File: src/spiec_regs.svh
// Register offsets, field positions, reset values and timing counts
`ifndef SPIEC_REGS_SVH
`define SPIEC_REGS_SVH
// Register byte offsets
`define OFS_CTRL 8'h00
`define OFS_STAT 8'h04
`define OFS_FLAG 8'h08
`define OFS_BAUD 8'h0C
`define OFS_DMAC 8'h10
`define OFS_CNT 8'h14
`define OFS_IDX 8'h18
`define OFS_MOD 8'h1C
`define OFS_CP 8'h20
`define OFS_TX 8'h24
`define OFS_RX 8'h28
`define OFS_LAST 8'h28
// Port control fields
`define CB_EN 0
`define CB_MS 1
`define CB_CPH 2
`define CB_TIM 3
`define CB_SZ 5
`define CB_GM 6
// Error status fields, write one to clear
`define SB_MME 1
`define SB_UNF 2
`define SB_OVF 4
`define SB_COL 6
// Flag status fields
`define FB_RXS 0
`define FB_TXS 1
`define FB_DS 7
// DMA control fields
`define DB_EN 0
`define DB_RX 1
`define DB_CH 2
`define DB_IE 3
`define DB_MME 12
`define DB_UNF 13
`define DB_OVF 14
`define DB_ERR 15
// Initiation modes
`define TIM_RX 2'b00
`define TIM_TX 2'b01
// Reset values
`define ZERO32 32'h0000_0000
`define BAUD_RST 15'h0001
// Widths and timing
`define WORD_BITS 32
`define BAUD_W 15
`define BAUD_DIV 8
`define RXS_LAT 4
`define SYNC_LAT 2
// Bus answers
`define RESP_OK 2'b00
`define RESP_ERR 2'b10
`endif

File: src/spiec_pkg.sv
// Types shared by the port error and DMA control block
package spiec_pkg;
  // Serial engine state, one-hot
  typedef enum logic [2:0] {
    SPIEC_IDLE = 3'b001,
    SPIEC_RUN = 3'b010,
    SPIEC_HOLD = 3'b100
  } spiec_eng_t;
endpackage : spiec_pkg

File: src/spiec_top.sv
// Serial port with error flags, baud divider, buffers and DMA control
`timescale 1ns/1ps
`include "spiec_regs.svh"
module spiec_top import spiec_pkg::*; (
  input wire logic clk,
  input wire logic rstn,
  input wire logic awvalid,
  output logic awready,
  input wire logic [7:0] awaddr,
  input wire logic wvalid,
  output logic wready,
  input wire logic [31:0] wdata,
  input wire logic [3:0] wstrb,
  output logic bvalid,
  input wire logic bready,
  output logic [1:0] bresp,
  input wire logic arvalid,
  output logic arready,
  input wire logic [7:0] araddr,
  output logic rvalid,
  input wire logic rready,
  output logic [31:0] rdata,
  output logic [1:0] rresp,
  input wire logic sclkIn,
  output logic sclkOut,
  output logic sclkOe,
  input wire logic mosiIn,
  output logic mosiOut,
  output logic mosiOe,
  input wire logic misoIn,
  output logic misoOut,
  output logic misoOe,
  input wire logic devSelInN,
  output logic ssOutN,
  output logic ssOe,
  output logic dmaTxReq,
  input wire logic dmaTxWe,
  input wire logic [31:0] dmaTxData,
  output logic dmaRxReq,
  output logic [31:0] dmaRxData,
  input wire logic dmaRxAck,
  input wire logic dmaFifoFull,
  output logic dmaDone,
  output logic chainStart,
  output logic portIrq
);
  localparam int WB = `WORD_BITS;

  // Byte-lane merge of a bus write into a register
  function automatic logic [31:0] wmerge(input logic [31:0] old,
      input logic [31:0] nw, input logic [3:0] st);
    logic [31:0] r;
    r = old;
    for (int i = 0; i < 4; i++) begin
      if (st[i]) begin
        r[8*i +: 8] = nw[8*i +: 8];
      end
    end
    return r;
  endfunction : wmerge

  // Offset decode shared by read and write paths
  function automatic logic mapped(input logic [7:0] a);
    return (a[1:0] == 2'b00) && (a <= `OFS_LAST);
  endfunction : mapped

  // Control state
  logic portEn_reg, msSel_reg, cph_reg, sz_reg, gm_reg; // Port control
  logic [1:0] tim_reg; // Initiation mode
  logic [`BAUD_W-1:0] baud_reg; // Divisor field
  logic mme_reg, transmit_underrun_flag_reg, receive_overrun_flag_reg, transmit_collision_flag_reg; // Sticky errors
  logic dmaEn_reg, dmaRx_reg, chEn_reg, dmaIe_reg; // DMA control
  logic dMme_reg, dUnf_reg, dOvf_reg; // DMA-time errors
  logic [15:0] cnt_reg; // DMA word count
  logic [31:0] idx_reg, mod_reg, cp_reg; // DMA parameters
  logic [2:0] pSeen_reg; // Which parameters were written
  logic [31:0] txBuf_reg, rxBuf_reg; // Data buffers
  logic txs_reg, rxs_reg; // Buffer full status
  // Synchronisers: sclk, select, mosi, miso
  logic [3:0] syncA_reg, syncB_reg;
  logic sclkD_reg; // Previous synced clock, for edges
  // Serial engine
  spiec_eng_t eng_reg, eng_next;
  logic [5:0] bitCnt_reg;
  logic [WB-1:0] txShift_reg, rxShift_reg;
  logic [16:0] divCnt_reg;
  logic [2:0] done_reg; // Completion delay line
  // Bus slave state
  logic awHeld_reg, wHeld_reg;
  logic [7:0] awAddr_reg;
  logic [31:0] wData_reg;
  logic [3:0] wStrb_reg;

  // Synced pins; only second stage is read
  wire sclkS = syncB_reg[3];
  wire dsS = syncB_reg[2];
  wire mosiS = syncB_reg[1];
  wire misoS = syncB_reg[0];

  // Bus handshakes
  wire awTake = awvalid & awready;
  wire wTake = wvalid & wready;
  wire arTake = arvalid & arready;
  wire doWr = awHeld_reg & wHeld_reg & ~bvalid;
  wire wrOk = doWr & mapped(awAddr_reg);
  wire wrCtrl = wrOk & (awAddr_reg == `OFS_CTRL);
  wire wrStat = wrOk & (awAddr_reg == `OFS_STAT) & wStrb_reg[0];
  wire wrBaud = wrOk & (awAddr_reg == `OFS_BAUD);
  wire wrDmac = wrOk & (awAddr_reg == `OFS_DMAC);
  wire wrCnt = wrOk & (awAddr_reg == `OFS_CNT);
  wire wrIdx = wrOk & (awAddr_reg == `OFS_IDX);
  wire wrMod = wrOk & (awAddr_reg == `OFS_MOD);
  wire wrCp = wrOk & (awAddr_reg == `OFS_CP);
  wire swTxWr = wrOk & (awAddr_reg == `OFS_TX);
  wire [31:0] wm = wmerge(`ZERO32, wData_reg, wStrb_reg);
  wire [31:0] ctrlM = wmerge({25'h0, gm_reg, sz_reg, tim_reg, cph_reg,
      msSel_reg, portEn_reg}, wData_reg, wStrb_reg);
  wire [31:0] dmacM = wmerge({28'h0, dmaIe_reg, chEn_reg, dmaRx_reg,
      dmaEn_reg}, wData_reg, wStrb_reg);
  // Divisor merge; only the low field is kept
  wire [31:0] baudM = wmerge({17'h0, baud_reg}, wData_reg, wStrb_reg);
  wire [3:0] w1c = {wData_reg[`SB_COL], wData_reg[`SB_OVF],
      wData_reg[`SB_UNF], wData_reg[`SB_MME]} & {4{wrStat}};
  wire rxRead = (arTake & (araddr == `OFS_RX)) | dmaRxAck;

  // Mode decode
  wire isMaster = portEn_reg & msSel_reg;
  wire selected = portEn_reg & ~msSel_reg & ~dsS;
  wire dmaTxMode = dmaEn_reg & ~dmaRx_reg;
  wire dmaRxMode = dmaEn_reg & dmaRx_reg;
  wire active = (eng_reg == SPIEC_RUN);
  wire mmeEv = isMaster & ~dsS;
  // A finished word still on its way to the buffer counts as full,
  // otherwise the next word would start inside the completion latency
  wire rxPend = rxs_reg | (|done_reg);
  // Master clock stall decode
  wire stall = dmaRxMode ? (rxPend & dmaFifoFull) :
      dmaTxMode ? ~txs_reg :
      (tim_reg == `TIM_TX) ? ~txs_reg :
      rxPend;
  // Half period is four times the divisor, giving clk/(8*N)
  wire [16:0] halfDiv = 17'({2'b00, baud_reg} * 17'(`BAUD_DIV / 2));
  wire tick = isMaster & active &
      (divCnt_reg == halfDiv - 17'h1);
  wire sRise = sclkS & ~sclkD_reg;
  wire sFall = ~sclkS & sclkD_reg;
  wire lead = isMaster ? (tick & ~sclkOut) : (sRise & selected);
  wire trail = isMaster ? (tick & sclkOut) : (sFall & selected);
  wire sampleEv = active & (cph_reg ? trail : lead);
  wire shiftEv = active &
      (cph_reg ? (lead & (bitCnt_reg != 6'h0)) : trail);
  wire lastSample = sampleEv & (bitCnt_reg == 6'(WB - 1));
  wire wordEnd = (isMaster & ~cph_reg) ?
      (trail & (bitCnt_reg == 6'(WB))) : lastSample;
  // Baud zero is invalid and never starts a master word
  wire mstStart = (eng_reg == SPIEC_IDLE) & isMaster & ~stall &
      (baud_reg != 15'h0000);
  wire load = mstStart | ((eng_reg == SPIEC_IDLE) & selected);
  wire inBit = isMaster ? misoS : mosiS;
  // Empty buffer sends zeros or repeats the held word
  wire [WB-1:0] loadData = (txs_reg | ~sz_reg) ?
      txBuf_reg[WB-1:0] : {WB{1'b0}};
  wire txWrite = swTxWr | dmaTxWe;
  // Completion tap: synced slave path already spent two cycles
  wire rxEv = isMaster ? done_reg[`RXS_LAT-2] :
      done_reg[`RXS_LAT-`SYNC_LAT-2];
  wire unfEv = load & ~txs_reg & ~dmaRxMode;
  wire ovfEv = rxEv & rxs_reg & ~rxRead;
  wire colEv = txWrite & load & ~(~msSel_reg & ~cph_reg);
  wire dmaMove = (dmaTxWe | dmaRxAck) & (cnt_reg != 16'h0000);
  wire dErrs = dMme_reg | dUnf_reg | dOvf_reg;

  // Input synchronisers
  always_ff @(posedge clk) begin
    syncA_reg <= {sclkIn, devSelInN, mosiIn, misoIn};
    syncB_reg <= syncA_reg;
    sclkD_reg <= syncB_reg[3];
  end

  // Engine next state
  always_comb begin
    eng_next = eng_reg;
    unique case (eng_reg)
      SPIEC_IDLE: begin
        if (load) begin
          eng_next = SPIEC_RUN;
        end
      end
      SPIEC_RUN: begin
        // Deselect or disable aborts the word
        if (~portEn_reg | (~msSel_reg & dsS)) begin
          eng_next = SPIEC_IDLE;
        end else if (wordEnd) begin
          eng_next = SPIEC_HOLD;
        end
      end
      SPIEC_HOLD: begin
        eng_next = SPIEC_IDLE;
      end
    endcase
  end

  // Serial engine registers
  always_ff @(posedge clk) begin
    if (!rstn) begin
      eng_reg <= SPIEC_IDLE;
      bitCnt_reg <= 6'h00;
      txShift_reg <= {WB{1'b0}};
      rxShift_reg <= {WB{1'b0}};
      divCnt_reg <= 17'h0_0000;
      done_reg <= 3'h0;
    end else begin
      eng_reg <= eng_next;
      done_reg <= {done_reg[1:0], lastSample};
      divCnt_reg <= (~active | tick) ? 17'h0_0000 : divCnt_reg + 17'h1;
      if (load) begin
        bitCnt_reg <= 6'h00;
        txShift_reg <= loadData;
      end else begin
        if (sampleEv) begin
          bitCnt_reg <= bitCnt_reg + 6'h01;
          rxShift_reg <= {rxShift_reg[WB-2:0], inBit};
        end
        if (shiftEv) begin
          txShift_reg <= {txShift_reg[WB-2:0], 1'b0};
        end
      end
    end
  end

  // Pin drivers; fault or disable releases them
  always_ff @(posedge clk) begin
    if (!rstn) begin
      sclkOut <= 1'b0;
      sclkOe <= 1'b0;
      mosiOe <= 1'b0;
      misoOe <= 1'b0;
      ssOutN <= 1'b1;
      ssOe <= 1'b0;
    end else begin
      sclkOut <= active & (tick ? ~sclkOut : sclkOut);
      sclkOe <= isMaster & ~mmeEv;
      mosiOe <= isMaster & ~mmeEv;
      misoOe <= selected;
      ssOutN <= ~(isMaster & active);
      ssOe <= isMaster & ~mmeEv;
    end
  end
  assign mosiOut = txShift_reg[WB-1];
  assign misoOut = txShift_reg[WB-1];

  // Port control; a fault locks out enable and master select
  always_ff @(posedge clk) begin
    if (!rstn) begin
      portEn_reg <= 1'b0;
      msSel_reg <= 1'b0;
      cph_reg <= 1'b0;
      tim_reg <= `TIM_RX;
      sz_reg <= 1'b0;
      gm_reg <= 1'b0;
      baud_reg <= `BAUD_RST;
    end else begin
      if (wrCtrl) begin
        portEn_reg <= ctrlM[`CB_EN] & ~mme_reg & ~mmeEv;
        msSel_reg <= ctrlM[`CB_MS] & ~mme_reg & ~mmeEv;
        cph_reg <= ctrlM[`CB_CPH];
        tim_reg <= ctrlM[`CB_TIM +: 2];
        sz_reg <= ctrlM[`CB_SZ];
        gm_reg <= ctrlM[`CB_GM];
      end else if (mmeEv) begin
        portEn_reg <= 1'b0;
        msSel_reg <= 1'b0;
      end
      if (wrBaud) begin
        baud_reg <= baudM[`BAUD_W-1:0];
      end
    end
  end

  // Sticky errors: a set in the clearing cycle wins
  always_ff @(posedge clk) begin
    if (!rstn) begin
      {transmit_collision_flag_reg, receive_overrun_flag_reg, transmit_underrun_flag_reg, mme_reg} <= 4'h0;
      {dOvf_reg, dUnf_reg, dMme_reg} <= 3'h0;
    end else begin
      mme_reg <= mmeEv | (mme_reg & ~w1c[0]);
      transmit_underrun_flag_reg <= unfEv | (transmit_underrun_flag_reg & ~w1c[1]);
      receive_overrun_flag_reg <= ovfEv | (receive_overrun_flag_reg & ~w1c[2]);
      transmit_collision_flag_reg <= colEv | (transmit_collision_flag_reg & ~w1c[3]);
      dMme_reg <= (mmeEv & dmaEn_reg) | (dMme_reg & ~w1c[0]);
      dUnf_reg <= (unfEv & dmaTxMode) | (dUnf_reg & ~w1c[1]);
      // Overrun during transmit DMA is not a DMA error
      dOvf_reg <= (ovfEv & dmaRxMode) | (dOvf_reg & ~w1c[2]);
    end
  end

  // Data buffers and their full status
  always_ff @(posedge clk) begin
    if (!rstn) begin
      txBuf_reg <= `ZERO32;
      rxBuf_reg <= `ZERO32;
      txs_reg <= 1'b0;
      rxs_reg <= 1'b0;
    end else begin
      // Full buffer is overwritten, never stalled
      if (swTxWr) begin
        txBuf_reg <= wmerge(txBuf_reg, wData_reg, wStrb_reg);
      end else if (dmaTxWe) begin
        txBuf_reg <= dmaTxData;
      end
      txs_reg <= txWrite | (txs_reg & ~load);
      // Full buffer keeps old word unless get-more is set or it is read in the same cycle
      if (rxEv & (~rxs_reg | gm_reg | rxRead)) begin
        rxBuf_reg <= rxShift_reg;
      end
      rxs_reg <= rxEv | (rxs_reg & ~rxRead);
    end
  end
  assign dmaRxData = rxBuf_reg;

  // DMA control, count and chain start
  always_ff @(posedge clk) begin
    if (!rstn) begin
      {dmaIe_reg, chEn_reg, dmaRx_reg, dmaEn_reg} <= 4'h0;
      cnt_reg <= 16'h0000;
      idx_reg <= `ZERO32;
      mod_reg <= `ZERO32;
      cp_reg <= `ZERO32;
      pSeen_reg <= 3'h0;
      dmaTxReq <= 1'b0;
      dmaRxReq <= 1'b0;
      dmaDone <= 1'b0;
      chainStart <= 1'b0;
      portIrq <= 1'b0;
    end else begin
      if (wrDmac) begin
        {dmaIe_reg, chEn_reg, dmaRx_reg, dmaEn_reg} <= dmacM[3:0];
      end
      if (wrCnt) begin
        cnt_reg <= wm[15:0];
      end else if (dmaMove) begin
        cnt_reg <= cnt_reg - 16'h0001;
      end
      if (wrIdx) begin
        idx_reg <= wmerge(idx_reg, wData_reg, wStrb_reg);
      end
      if (wrMod) begin
        mod_reg <= wmerge(mod_reg, wData_reg, wStrb_reg);
      end
      if (wrCp) begin
        cp_reg <= wmerge(cp_reg, wData_reg, wStrb_reg);
      end
      pSeen_reg <= chainStart ? 3'h0 :
          pSeen_reg | {wrCnt, wrMod, wrIdx};
      // Transmit fetch only into an empty buffer
      dmaTxReq <= dmaTxMode & portEn_reg & ~txs_reg & ~txWrite &
          (cnt_reg > 16'(dmaMove));
      dmaRxReq <= dmaRxMode & rxs_reg & ~dmaRxAck &
          (cnt_reg > 16'(dmaMove));
      dmaDone <= dmaMove & (cnt_reg == 16'h0001);
      chainStart <= wrCp & (&pSeen_reg) & dmaEn_reg & portEn_reg &
          chEn_reg;
      // Only fault and DMA errors interrupt; buffer status is polled
      portIrq <= (mme_reg & ~w1c[0]) | (dmaIe_reg & dErrs);
    end
  end

  // Bus write channel handshakes
  always_ff @(posedge clk) begin
    if (!rstn) begin
      awready <= 1'b1;
      wready <= 1'b1;
      awHeld_reg <= 1'b0;
      wHeld_reg <= 1'b0;
      awAddr_reg <= 8'h00;
      wData_reg <= `ZERO32;
      wStrb_reg <= 4'h0;
      bvalid <= 1'b0;
      bresp <= `RESP_OK;
    end else begin
      if (awTake) begin
        awAddr_reg <= awaddr;
      end
      if (wTake) begin
        wData_reg <= wdata;
        wStrb_reg <= wstrb;
      end
      awHeld_reg <= awTake | (awHeld_reg & ~doWr);
      wHeld_reg <= wTake | (wHeld_reg & ~doWr);
      awready <= ~awTake & (awready | (bvalid & bready));
      wready <= ~wTake & (wready | (bvalid & bready));
      if (doWr) begin
        bvalid <= 1'b1;
        bresp <= mapped(awAddr_reg) ? `RESP_OK : `RESP_ERR;
      end else if (bready) begin
        bvalid <= 1'b0;
      end
    end
  end

  // Read data selection
  logic [31:0] rdMux;
  always_comb begin
    rdMux = `ZERO32;
    case (araddr)
      `OFS_CTRL: rdMux = {25'h0, gm_reg, sz_reg, tim_reg, cph_reg,
          msSel_reg, portEn_reg};
      `OFS_STAT: rdMux = {25'h0, transmit_collision_flag_reg, 1'b0, receive_overrun_flag_reg, 1'b0,
          transmit_underrun_flag_reg, mme_reg, 1'b0};
      `OFS_FLAG: rdMux = {24'h0, dsS, 5'h0, txs_reg, rxs_reg};
      `OFS_BAUD: rdMux = {17'h0, baud_reg};
      `OFS_DMAC: rdMux = {16'h0, dErrs, dOvf_reg, dUnf_reg, dMme_reg,
          8'h0, dmaIe_reg, chEn_reg, dmaRx_reg, dmaEn_reg};
      `OFS_CNT: rdMux = {16'h0, cnt_reg};
      `OFS_IDX: rdMux = idx_reg;
      `OFS_MOD: rdMux = mod_reg;
      `OFS_CP: rdMux = cp_reg;
      `OFS_RX: rdMux = rxBuf_reg;
      default: rdMux = `ZERO32;
    endcase
  end

  // Bus read channel
  always_ff @(posedge clk) begin
    if (!rstn) begin
      arready <= 1'b1;
      rvalid <= 1'b0;
      rdata <= `ZERO32;
      rresp <= `RESP_OK;
    end else begin
      arready <= ~arTake & (arready | (rvalid & rready));
      if (arTake) begin
        rvalid <= 1'b1;
        rdata <= rdMux;
        rresp <= mapped(araddr) ? `RESP_OK : `RESP_ERR;
      end else if (rready) begin
        rvalid <= 1'b0;
      end
    end
  end
endmodule : spiec_top
File: config.mk
export PLATFORM = sky130hd
export DESIGN_NAME = spiec_top
export DESIGN_NICKNAME = d
export VERILOG_FILES = /design/src/spiec_pkg.sv /design/src/spiec_top.sv
export VERILOG_INCLUDE_DIRS = /design/src /design/src/src
export SDC_FILE = /design/constraint.sdc
export NUM_CORES = 1
export LEC_CHECK = 0
export BUFFER_PORTS_ARGS = -buffer_cell sky130_fd_sc_hd__buf_4
export CAP_MARGIN = 20
export CORE_ASPECT_RATIO = 0.7
export CORE_UTILIZATION = 55
export CTS_CLUSTER_SIZE = 8
export DETAILED_ROUTE_END_ITERATION = 8
export GPL_TIMING_DRIVEN = 0
export PLACE_DENSITY = 0.75
export RECOVER_POWER = 50
export SETUP_SLACK_MARGIN = 0.02
export SKIP_LAST_GASP = 1
export SLEW_MARGIN = 20
export SYNTH_ARGS = -nofsm -noshare
export SYNTH_HDL_FRONTEND = slang
export SYNTH_SLANG_ARGS = --single-unit
export TNS_END_PERCENT = 30
File: constraint.sdc
create_clock -name clk -period 11.8 [get_ports clk]
set_clock_uncertainty 0.05 [all_clocks]
set_input_delay 1.18 -clock clk [delete_from_list [all_inputs] [get_ports clk]]
set_output_delay 1.18 -clock clk [all_outputs]
set_load 0.05 [all_outputs]
Word level (Yosys, flattened, before mapping)
Cells that the tools add are included.
Word-level totals
  input bits: 98
  logic and storage cells: 341
  flip-flop bits (word level): 412
  output and inout port bits: 86
Operators by class
  add/sub/neg operators: 4
  bitwise gates (word level): 151
  order comparisons: 3
  eq/ne operators: 31
  reduce and logical (&&, ||, !) cells: 42
  multiplexer cells: 39
Operator list (number)
  $pmux 32 s10: 1
  $mux 32: 5
  $and 1x1->1: 90
  $eq 8x5->1 const B: 8
  $mux 8: 6
  $reduce_and 2->1: 22
  $eq 8x6->1 const B: 4
  $mux 16: 2
  $not 1->1: 32
  $or 1x1->1: 27
  $eq 8x4->1 const B: 3
  $mux 1: 18
  $add 17x1->17 const B: 1
  $eq 17x17->1: 1
  $sub 17x1->17 const B: 1
  $eq 16x1->1 const B: 1
  $eq 8x3->1 const B: 2
  $gt 16x1->1: 1
  $le 8x6->1 const B: 2
  $logic_not 8->1: 2
  $reduce_bool 16->1: 1
  $sub 16x1->16 const B: 1
  $reduce_bool 15->1: 1
  $reduce_bool 2->1: 6
  20 further kinds: 32

Logic depth before layout (Yosys ltp)
  word-level depth: 13
  depth in mapped cells: 15
  depth with buffers taken out: 14

Worst setup path after synthesis
OpenSTA, ideal clock, no wires.
  path type: flip-flop to flip-flop
  start point: register baud_reg[0]
  end point: register txShift_reg[23]
  data arrival time: 4.098 ns
  buffers on the path: 2
  slack: 7.556 ns
  cell stages (with the launch flop): 16
  setup time: 0.095 ns
  data required time: 11.655 ns
  period minus slack after synthesis: 4.244 ns
  path through: dfxtp_1 > inv_1 > ha_1 > clkbuf_2 > or4b_4 > or4b_1 > xnor2_1 > or4_4 > nor4_1 > ha_1 > and2_1 > o22ai_1 > a211oi_1 > clkbuf_1 > a21oi_1 > a221oi_1
Between the ends
  longest elaborated chain between the ends: 9
  elaborated cells between the ends (all ways): 15
  classes of those cells: 1 x add/sub; 1 x eq/ne; 4 x mux; 7 x bitwise; 2 x reduce/logical
RTL lines
  from (decl): RTL line spiec_top.sv:70  | logic [`BAUD_W-1:0] baud_reg;
  from (signal assigned): RTL line spiec_top.sv:261  | baud_reg <= `BAUD_RST;
  from (signal assigned): RTL line spiec_top.sv:275  | baud_reg <= baudM[`BAUD_W-1:0];
  $sub 17x1->17: RTL line spiec_top.sv:144  | (divCnt_reg == halfDiv - 17'h1);
  $eq 17x17->1: RTL line spiec_top.sv:144
  $and 1x1->1: RTL line spiec_top.sv:143  | wire tick = isMaster & active &
  $and 1x1->1: RTL line spiec_top.sv:147  | wire lead = isMaster ? (tick & ~sclkOut) : (sRise & selected);
  $mux 1: RTL line spiec_top.sv:147
  $and 1x1->1: RTL line spiec_top.sv:151  | (cph_reg ? (lead & (bitCnt_reg != 6'h0)) : trail);
  $mux 1: RTL line spiec_top.sv:151
  $and 1x1->1: RTL line spiec_top.sv:150  | wire shiftEv = active &
  $reduce_bool 2->1 (no line)
  to (signal assigned): RTL line spiec_top.sv:208  | txShift_reg <= {WB{1'b0}};
  to (signal assigned): RTL line spiec_top.sv:218  | txShift_reg <= loadData;
  to (signal assigned): RTL line spiec_top.sv:225  | txShift_reg <= {txShift_reg[WB-2:0], 1'b0};
  to (decl): RTL line spiec_top.sv:85  | logic [WB-1:0] txShift_reg, rxShift_reg;
Several ways; a longest one is shown, not always the timed one.
A chain may end at the register's enable or synchronous reset.

Final worst setup path
  start point: register baud_reg[1]
  end point: register txShift_reg[21]
Same word-level chain as after synthesis.

==> parameters.txt <==
Parameter                              Value

Status
  Result of the run ... finished clean

Synthesis
  Dominant register cell in the synthesized netlist ... sky130_fd_sc_hd__dfxtp_1
  Syn Std Cell Area ... 17500 sq um
  Number of synthesized flops with an enable pin ... 0
  Yosys warning total ... 0
  Post-synth cell types ... 69
  Register bit count reported by yosys ... 410
  Number of cells produced by synthesis ... 2107
  Register area share after synthesis ... 0.469
  Mapped Avg Cell Area ... 8.30 sq um
  Proportion of register bits with asynchronous set or reset after synthesis ... 0

Worst setup path
  CP max-delay cell ... sky130_fd_sc_hd__a211oi_1
  Worst setup path category ... register to register
  List of cells traversed by the critical path ... inv_1, ha_1, clkbuf_2, or4b_4, or4b_1, xnor2_1, or4_4, nor4_2, ha_1, and2_1, o22ai_1, a211oi_1, clkbuf_1, a21oi_1, a221oi_1
  Critical path peak fanout ... 10
  Largest incremental delay on the critical path ... 0.84 ns
  Critical path data arrival time ... 6.42 ns
  Required time of the critical path ... 12.23 ns
  Most used cell, CP ... sky130_fd_sc_hd__ha_1
  Crit path launch type ... register
  Critical Path End Type ... register

Worst hold path
  Classification of the worst-slack hold path ... register to register

Global routing
  Pin count of the biggest net entering global routing ... 16
  Overall Global Routing Usage ... 0.378
  Aggregate global routing overflow ... 0
  Antenna violations before repair ... 0
  Number of global-route vias before repair ... 15389
  Global-route wire length before repair ... 92.5 mm

STA
  Final Setup Violations ... 0
  Max frequency ... 0.167 GHz
  Worst hold slack ... 0.273 ns
  Final count of pins violating max slew ... 0
  Setup repair after global routing missed its margin ... no
  Relative slew slack ... 0.231
  Final Critical Period ... 6.00 ns
  Share of the cycle needed by the critical path after routing ... 0.508
  Worst Tran Pin Value ... 1.15 ns
  Setup TNS ... 0 ns
  Final Hold Violating Endpoints ... 0
  Least setup slack across all paths after layout ... 5.80 ns

Placed design
  Number of buffer cells added on primary ports ... 178
  Total placed instance area ... 19400 sq um
  HPWL reported at the end of detailed placement ... 47.0 mm
  Weighted congestion at the end of routability-driven global placement ... 0.984
  Worst slack at placement ... 6.07 ns

Clock tree
  Post-CTS clock slew at the launch and capture registers of the worst setup and hold paths ... 0.05 ns
  CTS tree ... done
  Clk_lat worst skew ... 0.60 ns
  Sinks on Clock Net ... 410
  Post-CTS setup repair buffer count ... 0
  Total CTS buffers ... 57
  Post-cts repair resize count ... 0
  Clock Tree Buf Depth ... 3
  Root Buffer Master ... sky130_fd_sc_hd__clkbuf_16
  Number of hold buffers added after cts ... 0
  Total number of H-tree levels ... 2

Cells and area
  Final net count ... 2457
  Combined flip-flop and latch cell area ... 8210 sq um
  Total area of multi-input combinational cells ... 8630 sq um
  Most common cell after layout, fill and taps aside ... sky130_fd_sc_hd__nand2_1
  Antenna diode count ... 0
  Summed area of non-filler cells in the final layout ... 20600 sq um
  Leading cell types in the layout, fill and taps excluded ... 491 x sky130_fd_sc_hd__nand2_1, 410 x sky130_fd_sc_hd__dfxtp_1, 264 x sky130_fd_sc_hd__a21oi_1
  Layout cell share with drive strength beyond 1 ... 0.0915
  Fill cell instance count of the final layout ... 2741
  Synthesis-to-layout area growth ... 17.6%

Floorplanning
  Starting utilization of the core area ... 0.560
  Num rows ... 54
  Die area ... 32500 sq um
  Num ports ... 184
  Core area ... 31200 sq um
  Floorplan die height ... 151 um
  Horizontal extent of the die ... 215 um

Drt
  Routed WL ... 63.3 mm
  DR pass1 iterations ... 6
  Via Count ... 17014
  Remaining antenna violation count after routing ... 0
  Initial DRC count ... 2036
  DR WL/cell ... 22.9 um
  Post-DR vias/cell ... 6.14
  Post-detailed-route DRC marker count ... 0

Power and ir drop
  Power density of the placed cells ... 157 nW/um^2
  Highest ir drop seen on vdd ... 0.000111 V
  LEAKAGE ... 0.00738 uW

Job
  Maximum capacitance violations ... 0
-- layout make-up --
type | count | area share
multi-input combinational | 1526 | 0.419
sequential | 410 | 0.399
clock buffer | 57 | 0.0693
timing repair buffer | 182 | 0.0507
buffer | 154 | 0.0302
tap | 420 | 0.0255
inverter | 18 | 0.00328
clock inverter | 4 | 0.00243
-- power by group --
part | leakage [uW] | internal, uW | switching (uW)
combinational | 0.00333 | 118 | 196
sequential | 0.00332 | 1430 | 60.6
clock | 0.000725 | 843 | 590
total | 0.00738 | 2390 | 846
-- through the flow --
stage / util / total power, uW / cells
6_report: 0.659 / 3240 / 2771
5_1_grt: 0.659 / 3320 / 2771
4_1_cts: 0.669 / 3230 / 2771
3_5_place_dp: 0.622 / 1820 / 2710
3_3_place_gp: 0.620 / 1810 / 2706
2_1_floorplan: - / 1700 / 2108
-- worst max-delay path, delay by kind of cell, from the launching register on --
| family | cells | cell delay (ns) |
|---|---|---|
| adder cells (fa/ha/maj) | 2 | 0.48 |
| XOR/XNOR | 1 | 0.14 |
| AO/OA/AOI/OAI | 4 | 1.44 |
| buffers and inverters | 3 | 0.82 |
| AND/OR/NAND/NOR | 5 | 2.49 |
| flip-flops | 1 | 0.43 |
-- kinds of logic after synthesis --
group / synth area share
buf+inv: 0.0394
xor+xnor: 0.0255
mux: 0.0670
simple gates: 0.211
compound gates: 0.180
flops: 0.469
other cells: 0.000214
fa+ha+maj: 0.00716
-- metal layers --
metal | part of all wire | up-vias | GRT usage
met5 | 0 | - | 0
met4 | 0.036 | 0 | 0.146
met3 | 0.13 | 150 | 0.117
met2 | 0.40 | 993 | 0.534
met1 | 0.43 | 8067 | 0.535
li1 | - | 7804 | -
-- cells in the mapped netlist (all sizes together) (4+ instances only) --
| cell type | n | area [sq um] |
|---|---|---|
| o22ai | 4 | 25.0 |
| nor4b | 6 | 52.6 |
| nor2b | 6 | 37.5 |
| o211ai | 5 | 37.5 |
| ha | 10 | 125 |
| xor2 | 18 | 158 |
| o221ai | 4 | 35.0 |
| o21ai | 44 | 220 |
| or3 | 7 | 43.8 |
| nor3 | 24 | 125 |
| mux2 | 8 | 90.1 |
| nand2b | 15 | 93.8 |
| inv | 18 | 67.6 |
| a211oi | 38 | 285 |
| o21a | 5 | 37.5 |
| and3b | 4 | 35.0 |
| nor2 | 177 | 689 |
| a22o | 13 | 114 |
| a222oi | 8 | 80.1 |
| nand4b | 4 | 35.0 |
| a32oi | 8 | 70.1 |
| mux4 | 4 | 90.1 |
| nand4 | 11 | 68.8 |
| buf | 22 | 125 |
| and2 | 21 | 131 |
| nand3 | 30 | 150 |
| clkbuf | 132 | 497 |
| mux2i | 99 | 991 |
| nor4 | 14 | 87.6 |
| nor3b | 6 | 45.0 |
| a21o | 5 | 37.5 |
| or4 | 4 | 33.8 |
| a221oi | 32 | 280 |
| a21oi | 264 | 1320 |
| xnor2 | 33 | 289 |
| or4b | 6 | 63.8 |
| nand2 | 491 | 1840 |
| and3 | 11 | 68.8 |
| a22oi | 55 | 413 |
| dfxtp | 410 | 8210 |
-- worst paths after layout --
path                             from                           end  slack [ns]  cells after the start
max          baud_reg[1]$_SDFFE_PN0P_  txShift_reg[21]$_SDFFE_PN0P_        5.80                     15
min              syncA_reg[0]$_DFF_P_          syncB_reg[0]$_DFF_P_        0.27                      0
max reg2reg  baud_reg[1]$_SDFFE_PN0P_  txShift_reg[21]$_SDFFE_PN0P_        5.80                     15
min reg2reg      syncA_reg[0]$_DFF_P_          syncB_reg[0]$_DFF_P_        0.27                      0
Note: power is estimated with default switching activity, not from simulation.
